--- config.mk ---
export PLATFORM = sky130hd
export DESIGN_NAME = fjv_core
export DESIGN_NICKNAME = d
export VERILOG_FILES = /design/src/rtl/fjv_pkg.sv /design/src/rtl/fjv_core.sv /design/src/rtl/fjv_div.sv
export SDC_FILE = /design/constraint.sdc
export NUM_CORES = 2
export LEC_CHECK = 0
export ABC_AREA = 1
export BUFFER_PORTS_ARGS = -buffer_cell sky130_fd_sc_hd__buf_2
export CORE_AREA = 2 2 333 335
export DETAILED_ROUTE_END_ITERATION = 8
export DIE_AREA = 0 0 335 337
export PLACE_DENSITY = 0.75
export SLEW_MARGIN = 40
export SYNTH_ARGS = -nofsm -noshare
export SYNTH_HDL_FRONTEND = slang
export SYNTH_SLANG_ARGS = --single-unit
--- constraint.sdc ---
create_clock -name I_SYS_CLK -period 20.4 [get_ports I_SYS_CLK]
set_clock_uncertainty 0.1 [all_clocks]
set_input_delay 4.08 -clock I_SYS_CLK [delete_from_list [all_inputs] [get_ports I_SYS_CLK]]
set_output_delay 4.08 -clock I_SYS_CLK [all_outputs]
set_load 0.05 [all_outputs]
--- src/rtl/fjv_pkg.sv ---
// Constants, register map and types of the frequency shaping and V/F block.
package fjv_pkg;

    // ==========================================================
    // Widths and encodings
    localparam int FW = 16;
    localparam int AW = 8;
    localparam int NTERM = 7;
    localparam int DIV_STEPS = 32;
    localparam logic [FW-1:0] CODE_OFF = 16'h270F;
    localparam logic [FW-1:0] CODE_95PCT = 16'h22B8;
    localparam logic [31:0] PCT_95 = 32'h0000005F;
    localparam logic [31:0] PCT_ALL = 32'h00000064;
    localparam logic [19:0] VOLT_X10 = 20'h0000A;
    localparam logic [FW-1:0] LIM_V16 = 16'hFFFF;
    localparam logic [1:0] PAT_LINEAR = 2'h0;
    localparam logic [1:0] PAT_SQUARE = 2'h1;
    localparam logic [1:0] PAT_LIFT_FWD = 2'h2;
    localparam logic [1:0] PAT_LIFT_REV = 2'h3;
    localparam logic [FW-1:0] ACC_S_CURVE_A = 16'h0001;
    localparam logic [7:0] TSEL_SECOND = 8'h03;
    localparam logic [2:0] HSIZE_WORD = 3'h2;

    // ==========================================================
    // Configuration words, index times four is the byte offset
    localparam int CFG_MAX = 0;
    localparam int CFG_MIN = 1;
    localparam int CFG_STARTF = 2;
    localparam int CFG_JOG = 3;
    localparam int CFG_J1A = 4;
    localparam int CFG_BASEF = 10;
    localparam int CFG_BASEV = 11;
    localparam int CFG_SBASEF = 12;
    localparam int CFG_LOADPAT = 13;
    localparam int CFG_ACCPAT = 14;
    localparam int CFG_RATEDV = 15;
    localparam int CFG_RATEDF = 16;
    localparam int NCFG = 17;
    localparam logic [AW-1:0] OFS_TSEL_LO = 8'h44;
    localparam logic [AW-1:0] OFS_TSEL_HI = 8'h48;
    localparam logic [AW-1:0] OFS_STATUS = 8'h4C;
    localparam logic [AW-1:0] OFS_RUN = 8'h50;
    localparam logic [AW-1:0] OFS_VREF = 8'h54;

    // Frequencies in 0.1 Hz, voltages in 1 V.
    localparam logic [NCFG-1:0][FW-1:0] CFG_RST = {
        16'h0258, 16'h00C8, 16'h0000, 16'h0000, 16'h270F, 16'h270F,
        16'h0258, 16'h270F, 16'h270F, 16'h270F, 16'h270F, 16'h270F,
        16'h270F, 16'h0032, 16'h0005, 16'h0000, 16'h04B0};

    // ==========================================================
    // Voltage sequencer states
    typedef enum logic [2:0] {
        VS_IDLE = 3'h1,
        VS_DIV1 = 3'h2,
        VS_DIV2 = 3'h4
    } fjv_vs_e;

endpackage

--- src/rtl/fjv_core.sv ---
// Frequency command shaping, jump bands and V/F voltage reference.
//
// Implementation choices: register access over AHB-Lite and the placing of the registers.
`timescale 1ns/10ps
module fjv_core import fjv_pkg::*; (
    input wire logic I_SYS_CLK,
    input wire logic I_SYS_RST,
    input wire logic I_HSEL,
    input wire logic [AW-1:0] I_HADDR,
    input wire logic [1:0] I_HTRANS,
    input wire logic I_HWRITE,
    input wire logic [2:0] I_HSIZE,
    input wire logic [31:0] I_HWDATA,
    input wire logic I_HREADY,
    output logic [31:0] O_HRDATA,
    output logic O_HREADYOUT,
    output logic O_HRESP,
    input wire logic [FW-1:0] I_FREQ_CMD,
    input wire logic I_START,
    input wire logic I_JOG,
    input wire logic I_RAMPING,
    input wire logic [FW-1:0] I_RAMP_FREQ,
    input wire logic I_STALL_ACTIVE,
    input wire logic [FW-1:0] I_STALL_FREQ,
    input wire logic I_REVERSE,
    input wire logic [NTERM-1:0] I_TERM,
    input wire logic [FW-1:0] I_SUPPLY_VOLT,
    input wire logic I_SINGLE_100V,
    input wire logic I_FLUX_VECTOR,
    output logic [FW-1:0] O_FREQ_TARGET,
    output logic [FW-1:0] O_RUN_FREQ,
    output logic [FW-1:0] O_VOLT_REF,
    output logic [FW-1:0] O_ACTIVE_BASE_FREQ,
    output logic [FW-1:0] O_SCURVE_BEND,
    output logic O_SCURVE_EN,
    output logic O_SECOND_FUNC,
    output logic O_BOOST_ZERO
);
    // ==========================================================
    // Helpers and state
    function automatic logic [FW-1:0] fmin(input logic [FW-1:0] a, b);
        fmin = (a < b) ? a : b;
    endfunction
    function automatic logic band_on(input logic [FW-1:0] a, b);
        band_on = (a != CODE_OFF) && (b != CODE_OFF);
    endfunction
    // The band is closed at both ends, whichever of A and B is lower.
    function automatic logic in_band(input logic [FW-1:0] f,
                                     input logic [FW-1:0] a, b);
        in_band = band_on(a, b) && (f >= fmin(a, b))
            && (f <= ((a < b) ? b : a));
    endfunction
    typedef struct packed {
        logic [NCFG-1:0][FW-1:0] cfg;
        logic [NTERM-1:0][7:0] tsel;
        logic ph_we;
        logic [AW-1:0] ph_addr;
        logic [31:0] rdata;
        logic ready;
        logic [FW-1:0] tgt;
        logic [FW-1:0] run;
        logic [FW-1:0] vref;
        logic [FW-1:0] abase;
        logic [FW-1:0] bend;
        logic scurve;
        logic sfunc;
        logic bzero;
        fjv_vs_e vs;
        logic [FW-1:0] vf;
        logic [FW-1:0] vb10;
        logic sq;
        logic go;
        logic [31:0] num;
        logic [FW-1:0] den;
    } fjv_main_s;
    fjv_main_s st_ff;
    fjv_main_s nxt_st;
    logic div_done;
    logic [31:0] div_quo;
    logic [FW-1:0] cmd_sel;
    logic [FW-1:0] capped;
    logic [FW-1:0] clamped;
    logic [FW-1:0] jumped;
    logic jog_bypass;
    logic no_bands;
    logic sfunc_now;
    logic [16:0] supply_eff;
    logic [31:0] supply95;
    logic [FW-1:0] vbase;
    logic [19:0] vb10_wide;
    logic [FW-1:0] fb_now;
    logic addr_ok;
    logic [FW-1:0] rd_idx;
    logic [31:0] rd_val;
    // ==========================================================
    // Frequency path, base values and register read mux
    always_comb begin
        cmd_sel = I_JOG ? st_ff.cfg[CFG_JOG] : I_FREQ_CMD;
        capped = fmin(cmd_sel, st_ff.cfg[CFG_MAX]);
        jog_bypass = I_JOG && (st_ff.cfg[CFG_JOG] <= st_ff.cfg[CFG_MIN]);
        clamped = capped;
        if (!I_START) begin
            clamped = '0;
        end else if (!jog_bypass && (capped < st_ff.cfg[CFG_MIN])
            && ((capped != '0)
            || (st_ff.cfg[CFG_MIN] >= st_ff.cfg[CFG_STARTF]))) begin
            clamped = st_ff.cfg[CFG_MIN];
        end
        jumped = clamped;
        no_bands = 1'b1;
        for (int k = 2; k >= 0; k--) begin
            if (band_on(st_ff.cfg[CFG_J1A + 2*k],
                        st_ff.cfg[CFG_J1A + 2*k + 1])) begin
                no_bands = 1'b0;
            end
            if (in_band(clamped, st_ff.cfg[CFG_J1A + 2*k],
                        st_ff.cfg[CFG_J1A + 2*k + 1])) begin
                jumped = st_ff.cfg[CFG_J1A + 2*k];
            end
        end
    end
    always_comb begin
        sfunc_now = 1'b0;
        for (int t = 0; t < NTERM; t++) begin
            if (st_ff.tsel[t] == TSEL_SECOND && I_TERM[t]) begin
                sfunc_now = 1'b1;
            end
        end
        supply_eff = I_SINGLE_100V ? {I_SUPPLY_VOLT, 1'b0}
            : {1'b0, I_SUPPLY_VOLT};
        supply95 = ({15'h0000, supply_eff} * PCT_95) / PCT_ALL;
        if (I_FLUX_VECTOR) begin
            fb_now = st_ff.cfg[CFG_RATEDF];
            vbase = st_ff.cfg[CFG_RATEDV];
        end else begin
            fb_now = (sfunc_now && st_ff.cfg[CFG_SBASEF] != CODE_OFF)
                ? st_ff.cfg[CFG_SBASEF] : st_ff.cfg[CFG_BASEF];
            if (st_ff.cfg[CFG_BASEV] == CODE_OFF) begin
                vbase = supply_eff[16] ? LIM_V16 : supply_eff[15:0];
            end else if (st_ff.cfg[CFG_BASEV] == CODE_95PCT) begin
                vbase = supply95[15:0];
            end else if ({1'b0, st_ff.cfg[CFG_BASEV]} < supply_eff) begin
                vbase = st_ff.cfg[CFG_BASEV];
            end else begin
                vbase = supply_eff[16] ? LIM_V16 : supply_eff[15:0];
            end
        end
        // Saturating the tenth-volt scale keeps the divider at 32 bits.
        vb10_wide = {4'h0, vbase} * VOLT_X10;
        vb10_wide = (vb10_wide > {4'h0, LIM_V16}) ? {4'h0, LIM_V16}
            : vb10_wide;
    end
    always_comb begin
        addr_ok = 1'b1;
        rd_idx = {10'h000, I_HADDR[AW-1:2]};
        rd_val = '0;
        if (I_HADDR[1:0] != 2'h0) begin
            addr_ok = 1'b0;
        end else if (rd_idx < 16'(NCFG)) begin
            rd_val = {16'h0000, st_ff.cfg[rd_idx]};
        end else if (I_HADDR == OFS_TSEL_LO) begin
            rd_val = st_ff.tsel[3:0];
        end else if (I_HADDR == OFS_TSEL_HI) begin
            rd_val = {8'h00, st_ff.tsel[6:4]};
        end else if (I_HADDR == OFS_STATUS) begin
            rd_val = {27'h0000000, st_ff.vs != VS_IDLE, st_ff.scurve,
                      st_ff.bzero, st_ff.sfunc, I_START};
        end else if (I_HADDR == OFS_RUN) begin
            rd_val = {16'h0000, st_ff.run};
        end else if (I_HADDR == OFS_VREF) begin
            rd_val = {16'h0000, st_ff.vref};
        end else begin
            addr_ok = 1'b0;
        end
        // A write still in its data phase is forwarded to the next read.
        if (st_ff.ph_we && st_ff.ph_addr == I_HADDR) begin
            if (rd_idx < 16'(NCFG)) begin
                rd_val = {16'h0000, I_HWDATA[15:0]};
            end else if (I_HADDR == OFS_TSEL_LO) begin
                rd_val = I_HWDATA;
            end else if (I_HADDR == OFS_TSEL_HI) begin
                rd_val = {8'h00, I_HWDATA[23:0]};
            end
        end
    end
    // ==========================================================
    // Next state
    always_comb begin
        nxt_st = st_ff;
        nxt_st.go = 1'b0;
        nxt_st.ready = 1'b1;
        // Bus data phase, then a new address phase.
        nxt_st.ph_we = 1'b0;
        if (st_ff.ph_we) begin
            if ({10'h000, st_ff.ph_addr[AW-1:2]} < 16'(NCFG)) begin
                nxt_st.cfg[st_ff.ph_addr[AW-1:2]] = I_HWDATA[15:0];
            end else if (st_ff.ph_addr == OFS_TSEL_LO) begin
                nxt_st.tsel[3:0] = I_HWDATA;
            end else if (st_ff.ph_addr == OFS_TSEL_HI) begin
                nxt_st.tsel[6:4] = I_HWDATA[23:0];
            end
        end
        if (I_HSEL && I_HREADY && I_HTRANS[1]) begin
            nxt_st.ph_addr = I_HADDR;
            nxt_st.ph_we = I_HWRITE && addr_ok && (I_HSIZE == HSIZE_WORD);
            nxt_st.rdata = I_HWRITE ? 32'h00000000 : rd_val;
        end
        // Frequency outputs.
        nxt_st.tgt = jumped;
        if (I_STALL_ACTIVE) begin
            nxt_st.run = I_STALL_FREQ;
        end else if (I_RAMPING) begin
            nxt_st.run = I_RAMP_FREQ;
        end else begin
            nxt_st.run = jumped;
        end
        nxt_st.sfunc = sfunc_now;
        nxt_st.abase = fb_now;
        nxt_st.scurve = (st_ff.cfg[CFG_ACCPAT] == ACC_S_CURVE_A);
        nxt_st.bend = nxt_st.scurve ? fb_now : '0;
        nxt_st.bzero = !I_FLUX_VECTOR
            && (((st_ff.cfg[CFG_LOADPAT][1:0] == PAT_LIFT_FWD) && I_REVERSE)
            || ((st_ff.cfg[CFG_LOADPAT][1:0] == PAT_LIFT_REV)
            && !I_REVERSE));
        // Voltage sequencer: none, one or two divisions per update.
        case (st_ff.vs)
            VS_IDLE: begin
                nxt_st.vf = st_ff.run;
                nxt_st.vb10 = vb10_wide[15:0];
                nxt_st.sq = !I_FLUX_VECTOR
                    && (st_ff.cfg[CFG_LOADPAT] == {14'h0000, PAT_SQUARE});
                if (fb_now == '0 || st_ff.run >= fb_now) begin
                    nxt_st.vref = vb10_wide[15:0];
                end else begin
                    nxt_st.num = vb10_wide[15:0] * st_ff.run;
                    nxt_st.den = fb_now;
                    nxt_st.go = 1'b1;
                    nxt_st.vs = VS_DIV1;
                end
            end
            VS_DIV1: begin
                if (div_done) begin
                    if (st_ff.sq) begin
                        nxt_st.num = div_quo[15:0] * st_ff.vf;
                        nxt_st.go = 1'b1;
                        nxt_st.vs = VS_DIV2;
                    end else begin
                        nxt_st.vref = div_quo[15:0];
                        nxt_st.vs = VS_IDLE;
                    end
                end
            end
            VS_DIV2: begin
                if (div_done) begin
                    nxt_st.vref = div_quo[15:0];
                    nxt_st.vs = VS_IDLE;
                end
            end
            default: begin
                nxt_st.vs = VS_IDLE;
            end
        endcase
    end
    always_ff @(posedge I_SYS_CLK or posedge I_SYS_RST) begin
        if (I_SYS_RST) begin
            st_ff <= '0;
            st_ff.cfg <= CFG_RST;
            st_ff.vs <= VS_IDLE;
        end else begin
            st_ff <= nxt_st;
        end
    end
    fjv_div u_div (
        .i_clk(I_SYS_CLK),
        .i_rst(I_SYS_RST),
        .i_start(st_ff.go),
        .i_num(st_ff.num),
        .i_den(st_ff.den),
        .o_done(div_done),
        .o_quo(div_quo)
    );
    assign O_HRDATA = st_ff.rdata;
    assign O_HREADYOUT = st_ff.ready;
    assign O_HRESP = 1'b0;
    assign O_FREQ_TARGET = st_ff.tgt;
    assign O_RUN_FREQ = st_ff.run;
    assign O_VOLT_REF = st_ff.vref;
    assign O_ACTIVE_BASE_FREQ = st_ff.abase;
    assign O_SCURVE_BEND = st_ff.bend;
    assign O_SCURVE_EN = st_ff.scurve;
    assign O_SECOND_FUNC = st_ff.sfunc;
    assign O_BOOST_ZERO = st_ff.bzero;
endmodule

--- src/rtl/fjv_div.sv ---
// Sequential unsigned divider used by the voltage characteristic.
`timescale 1ns/10ps
module fjv_div import fjv_pkg::*; (
    input wire logic i_clk,
    input wire logic i_rst,
    input wire logic i_start,
    input wire logic [31:0] i_num,
    input wire logic [FW-1:0] i_den,
    output logic o_done,
    output logic [31:0] o_quo
);

    // ==========================================================
    // State
    typedef struct packed {
        logic busy;
        logic done;
        logic [5:0] cnt;
        logic [32:0] rem;
        logic [31:0] quo;
    } fjv_div_s;

    fjv_div_s st_ff;
    fjv_div_s nxt_st;
    logic [32:0] trial;

    // ==========================================================
    // Restoring division, one quotient bit per cycle.
    always_comb begin
        nxt_st = st_ff;
        nxt_st.done = 1'b0;
        trial = {st_ff.rem[31:0], st_ff.quo[31]};
        if (i_start && !st_ff.busy) begin
            nxt_st.busy = 1'b1;
            nxt_st.cnt = 6'(DIV_STEPS);
            nxt_st.rem = '0;
            nxt_st.quo = i_num;
        end else if (st_ff.busy) begin
            nxt_st.quo = {st_ff.quo[30:0], 1'b0};
            if (trial >= {17'h00000, i_den}) begin
                nxt_st.rem = trial - {17'h00000, i_den};
                nxt_st.quo[0] = 1'b1;
            end else begin
                nxt_st.rem = trial;
            end
            nxt_st.cnt = st_ff.cnt - 6'h01;
            if (st_ff.cnt == 6'h01) begin
                nxt_st.busy = 1'b0;
                nxt_st.done = 1'b1;
            end
        end
    end

    always_ff @(posedge i_clk or posedge i_rst) begin
        if (i_rst) begin
            st_ff <= '0;
        end else begin
            st_ff <= nxt_st;
        end
    end

    assign o_done = st_ff.done;
    assign o_quo = st_ff.quo;

endmodule

### After elaboration in Yosys (flattened, before gate mapping)

Cells that the tools add are included.

| word-level totals | value |
|---|---|
| bits of input ports | 128 |
| flip-flop bits (word level) | 594 |
| output and inout bits | 117 |
| word-level logic and storage cells | 248 |

| cells by class | value |
|---|---|
| reduce and logical (&&, ||, !) cells | 51 |
| div/mod/pow operators | 1 |
| multiplexer cells | 78 |
| $mul | 4 |
| bitwise operators | 3 |
| $add $sub $neg | 2 |
| equality and inequality tests | 40 |
| magnitude comparators | 22 |

Operators with widths:

| cell | number |
|---|---|
| two-way mux 16 bit | 33 |
| bitwise mux 272 bit | 1 |
| two-way mux 32 bit | 8 |
| != test 16 x 14 -> 1 bit (second input constant) | 7 |
| two-way mux 33 bit | 3 |
| binary-select mux 16 bit (select 5 bit) | 1 |
| demux 16 bit (select 5 bit) | 1 |
| greater-or-equal comparator 16 bit | 5 |
| < comparator 16 bit | 5 |
| two-way mux 73 bit | 1 |
| two-way mux 71 bit | 1 |
| case mux 33 bit (2 select lines) | 1 |
| <= comparator 16 bit | 4 |
| multiplier 16 x 16 -> 32 bit | 2 |
| == test 8 x 2 -> 1 bit (second input constant) | 7 |
| == test 8 x 7 -> 1 bit (second input constant) | 7 |
| two-way mux 49 bit | 1 |
| case mux 16 bit (3 select lines) | 1 |
| two-way mux 41 bit | 1 |
| greater-or-equal comparator 33 x 16 -> 1 bit | 1 |
| subtractor 33 x 16 -> 33 bit | 1 |
| divider 24 x 7 -> 32 bit (second input constant) | 1 |
| == test 16 x 1 -> 1 bit (second input constant) | 2 |
| == test 16 x 14 -> 1 bit (second input constant) | 2 |
| 35 further kinds | 104 |

### Depth between registers and ports, before layout

| depth | value |
|---|---|
| word-level depth | 16 |
| depth in mapped cells | 191 |
| depth with buffers taken out | 189 |

### Hierarchy

Synthesis repeated with hierarchy kept, for this count alone.

| second synthesis, totals | value |
|---|---|
| cells, all modules | 7984 |
| area total of the unflattened synthesis | 60956.0 µm² |

By module, submodules not included:

| module | area each (µm²) | instances | cells each | seq. area each (µm²) |
|---|---|---|---|---|
| fjv_core | 55594.6 | 1 | 7196 | 13168.9 |
| fjv_div | 5361.4 | 1 | 788 | 1801.7 |

### Worst setup path before layout

OpenSTA, ideal clock, no wires.

| timing path | value |
|---|---|
| path kind | input port to flip-flop |
| from | input I_SINGLE_100V |
| to | register st_ff[47] (netlist bit) |
| arrival time | 25463 ps |
| path buffers | 6 |
| stages on the path | 171 |
| setup time | 132 ps |
| data required time | 20168 ps |
| path slack | -5295 ps |
| cells stage by stage | clkbuf_1 clkbuf_1 nand2_1 o21ai_0 inv_1 fa_1 fa_1 fa_1 inv_1 fa_1 inv_1 ha_1 nand2_1 inv_1 a21oi_2 nor2_1 nor2_1 nand2_1 (+135 left out) nand3_1 nand2_1 nand2_1 inv_1 o21ai_0 nand2_1 a21o_1 a21oi_1 o21ai_0 nand3_1 a21oi_1 nor2_1 nor2_1 nor2_1 inv_1 a21oi_1 o21ai_0 o211ai_1 |

| between the ends | value |
|---|---|
| cells in the longest elaborated chain, start to end | 12 |
| elaborated cells on any way between the ends | 15 |
| classes of those cells | mul: 3; div: 1; order compare: 2; mux: 9 |

RTL lines:

| element | line | RTL |
|---|---|---|
| start: declaration | fjv_core.sv:28 | `input wire logic I_SINGLE_100V,` |
| two-way mux 17 bit (*) | fjv_core.sv:129 | `supply_eff = I_SINGLE_100V ? {I_SUPPLY_VOLT, 1'b0}` |
| multiplier 17 x 7 -> 24 bit, or another cell as far along | fjv_core.sv:131 | `supply95 = ({15'h0000, supply_eff} * PCT_95) / PCT_ALL;` |
| divider 24 x 7 -> 32 bit or two-way mux 16 bit (tied branches) | fjv_core.sv:131, fjv_core.sv:142 |  |
| two-way mux 16 bit | fjv_core.sv:140 | `end else if (st_ff.cfg[CFG_BASEV] == CODE_95PCT) begin` |
| two-way mux 16 bit (*) | fjv_core.sv:138 | `if (st_ff.cfg[CFG_BASEV] == CODE_OFF) begin` |
| two-way mux 16 bit (*) | fjv_core.sv:132 | `if (I_FLUX_VECTOR) begin` |
| multiplier 16 x 3 -> 19 bit (*) | fjv_core.sv:149 | `vb10_wide = {4'h0, vbase} * VOLT_X10;` |
| greater-than comparator 20 x 16 -> 1 bit | fjv_core.sv:150 | `vb10_wide = (vb10_wide > {4'h0, LIM_V16}) ? {4'h0, LIM_V16}` |
| two-way mux 16 bit (*) | fjv_core.sv:150 |  |
| multiplier 16 x 16 -> 32 bit (*) | fjv_core.sv:235 | `nxt_st.num = vb10_wide[15:0] * st_ff.run;` |
| two-way mux 49 bit (*) | fjv_core.sv:232 | `if (fb_now == '0 \|\| st_ff.run >= fb_now) begin` |
| case mux 33 bit (2 select lines) (*) | fjv_core.sv:226 | `case (st_ff.vs)` |
| end signal: assignment | fjv_core.sv:270 | `st_ff <= nxt_st;` |
| end: declaration | fjv_core.sv:76 | `fjv_main_s st_ff;` |

Mark *: on every way between the ends. The rest lies on a longest branch, timed or not. The select of a mux whose other input is x is not followed.
A chain may end at the register's enable or synchronous reset.

### Worst setup path in the final report

Same ends and word-level chain as after synthesis.

==> results by group <==
Run status
  • Run status: complete, but fails checks
  • Failing checks: DRC, setup timing

Timing
  • Unrepaired setup endpoints after global routing: true
  • Period utilization: 123.4%
  • Setup tns final: -94.16 ns
  • Max Freq: 39.73 MHz
  • Final hold viol count: 0
  • Final setup fails: 29
  • Tmin final: 25.17 ns
  • Final Max Slew Viols: 0
  • Worst-margin pin slew: 0.9473 ns
  • Worst setup margin: -4.773 ns
  • Worst relative slew slack: 35.96%

Worst setup path
  • FF-to-FF End: st_ff[47]
  • Critical Path Fanout Max: 7
  • WP buf/inv: 24
  • Setup CP Type: in -> reg
  • Crit. End Element: register
  • Worst EP required: 20.84 ns
  • CP Launch Type: input pin
  • Worst path slowest cell: fa_1
  • CP peak stage delay: 0.54 ns
  • Crit path top cell by count: nand2_4
  • R2R depth: 87
  • R2R Setup Slk: 7.25 ns
  • Reg2reg start: st_ff[443]
  • Crit-path leading delay family: simple AND/OR/NAND/NOR gates
  • Critical Path AT: 25.62 ns

Synth
  • Synthesis-stage register bit count: 594
  • Post-synthesis cell count: 7,809
  • Mapped Area: 59,670 µm²
  • Sequential fraction of the synthesis area: 25.09%
  • Synth top area share: 21.35%
  • Netlist cell types: 75
  • Area contributors post-synth: dfrtp_1, fa_1, ha_1
  • Post-synth ARST share: 100.0%
  • Syn. warnings: 0
  • Largest area contributor in the netlist: dfrtp_1
  • EDFF count, synth: 0
  • Post-synth top flop: dfrtp_1
  • Syn Area/Cell: 7.641 µm²
  • Synth Net Count: 8,926

Detailed routing
  • Final WL: 211,700 µm
  • Routed wl met3: 22,240 µm
  • Vias per inst: 5.915
  • DR iter-0 viols: 6,154
  • Vias: 57,620
  • Wire length per cell: 21.73 µm
  • DR top layer: met5
  • Metal2 WL: 95,410 µm
  • Post-route antenna net violation count: 0
  • DRC viols: 6
  • WL met1: 78,150 µm
  • First-pass DRT Iterations: 9

Clock network
  • CTS tree: yes
  • Reg clk slew, reported paths: 0.06 ns
  • H-tree levels: 3
  • Clk sink count: 594
  • Num CTS Buffers: 72
  • Worst skew pair latency: 0.68 ns
  • Cts hold-fix bufs: 0
  • Root buf cell: clkbuf_16
  • CTS Buffer Depth: 3

Placed design
  • Final HPWL DP: 155,200 µm
  • Placed insts: 9,444
  • IO buf count: 242
  • Routability Congestion: 0.9922

Layout
  • Fill cell count: 9,170
  • Fin util: 64.14%
  • Layout cells sized above 1: 20.29%
  • Multi-input gate area: 39,660 µm²
  • Layout area overhead: 17.81%
  • Final #Nets: 9,359
  • Fin cells: 9,741
  • FF/Latch Area: 14,990 µm²

Flow run
  • Max-cap violations: 0

Die
  • Die width: 335 µm
  • Core Area: 109,600 µm²
  • # IOs: 245
  • Core Rows: 122
  • Initial core utilization: 54.44%
  • Die ar.: 112,900 µm²
  • Die Y-Extent: 337 µm

Global routing
  • Largest net degree at the start of global routing: 86
  • Initial antenna violation count: 16
  • GRT Util Overall: 36.83%
  • Global-route wire length before repair: 321,500 µm
  • Vias in the first global route: 56,270
  • Grt ovf: 0

Worst hold path
  • Worst Hold Launch: st_ff[279]
  • Worst Hold Path EP: st_ff[279]
  • Worst Hold Depth: 2
  • Class of the worst hold path: reg -> reg
-- state kept, by name, summed over array words and instances, names as in the netlist, 16 cells and up --
signal and cells:
O_ACTIVE_BASE_FREQ 16, O_FREQ_TARGET 16, O_HRDATA 32, O_RUN_FREQ 16, O_SCURVE_BEND 16, O_VOLT_REF 16
st_ff 406, u_div.o_quo 32, u_div.st_ff 39
-- timing repair --
item                       CTS  global route
setup endpoints to repair   30            33
pin swaps                  204           119
cloned                       2             0
setup buffers              115            44
resized for setup          248           205
-- placed cells by master, fill, tap and decap left out, types with 25 or more instances in the layout --
cell / Yosys / layout
o21ai_0: 815 / 764
clkbuf_16: 0 / 72
nor2_1: 321 / 289
nand3_2: 8 / 42
dfstp_2: 85 / 85
fa_1: 441 / 433
nand2_4: 31 / 79
inv_1: 1367 / 1312
o221ai_1: 60 / 58
nor4_1: 49 / 49
nor3_1: 47 / 46
o211ai_1: 71 / 71
buf_4: 122 / 528
o21ai_1: 13 / 34
buf_6: 2 / 51
ha_4: 0 / 41
nor2_4: 8 / 25
nand2_2: 74 / 128
nand4_1: 90 / 90
nor2_2: 13 / 28
inv_2: 38 / 84
nand2_1: 1772 / 1655
a21oi_1: 327 / 301
o22ai_1: 116 / 116
buf_2: 7 / 241
nand3_1: 187 / 142
ha_1: 548 / 501
dfrtp_1: 509 / 496
xor2_1: 40 / 32
-- kinds of logic (layout without fill, tap and decap cells) --
logic type / after synthesis / count (layout) / synth area share, %
AOI/OAI and AO/OA: 1601 / 1601 / 15.45
xor gates and xnor gates: 73 / 73 / 1.071
adders and majority gates: 989 / 989 / 26.29
buffers and inverters: 1892 / 2383 / 12.80
DFF: 594 / 594 / 25.09
muxes: 22 / 22 / 0.4152
other: 2 / 17 / 0.01259
and+or+nand+nor: 2636 / 2636 / 18.88
-- stage by stage --
stage,hold slack (ns),worst slack [ns],cell area [µm²]
finish,0.3857,-4.773,70300
global placement,0.3654,-4.886,64440
floorplan,0.3507,-3.945,60480
detailed placement,0.3711,-5.648,64600
CTS,0.3854,-3.629,69050
global route,0.4043,-6.010,70270
-- worst reg2reg max path, delay by kind of cell, from the launching register on --
| family | cells | cell delay [ns] |
|---|---|---|
| buffers and inverters | 17 | 1.57 |
| XOR/XNOR | 1 | 0.14 |
| adder cells (fa/ha/maj) | 10 | 3.68 |
| flip-flops | 1 | 0.58 |
| AND/OR/NAND/NOR | 27 | 2.50 |
| AO/OA/AOI/OAI | 32 | 4.47 |
-- final cells by class --
type                            count  area share (%)
Sequential cell                   594           21.32
Clock buffer                       91           2.793
Multi-Input combinational cell   5323           56.42
Antenna cell                       15         0.05340
Clock inverter                     41          0.6675
Tap cell                         1426           2.538
Inverter                         1416           7.616
Timing Repair Buffer              835           8.591
-- layer usage --
layer,vias up,track usage (%)
met5,-,0
met4,2,22.72
met3,877,8.409
met2,3306,58.79
met1,27530,45.43
li1,25900,-
-- cell usage after synthesis, drive strengths merged, types with 7 or more instances --
cell and count:
dfstp 85, nor4 49, xnor2 33, fa 441, nor3 47, clkinv 10
o221ai 60, nand3 195, o311ai 12, nand4 99, a221oi 24, o2111ai 23
a21boi 9, o21a 22, o21bai 15, inv 1406, nand2 1877, a31oi 11
buf 144, a21o 14, dfrtp 509, mux2 22, a32oi 10, o22ai 116
a211oi 8, xor2 40, a21oi 329, o211ai 72, nor2 342, a32o 9
a22o 13, nand3b 7, clkbuf 329, ha 548, or2 11, o21ai 829
-- worst max path at each step --
stage,to,startpoint,cells after the start
after floorplan,st_ff[47],I_SINGLE_100V,174
after global placement,st_ff[47],I_SINGLE_100V,170
after detailed placement,st_ff[47],I_SINGLE_100V,167
after CTS,st_ff[47],I_SINGLE_100V,168
after global routing,st_ff[47],I_SINGLE_100V,173
final,st_ff[47],I_SINGLE_100V,169
Power is left out: the tool's default activity adds up to more than one toggle a clock period on the data nets, which glitch-free logic cannot reach.
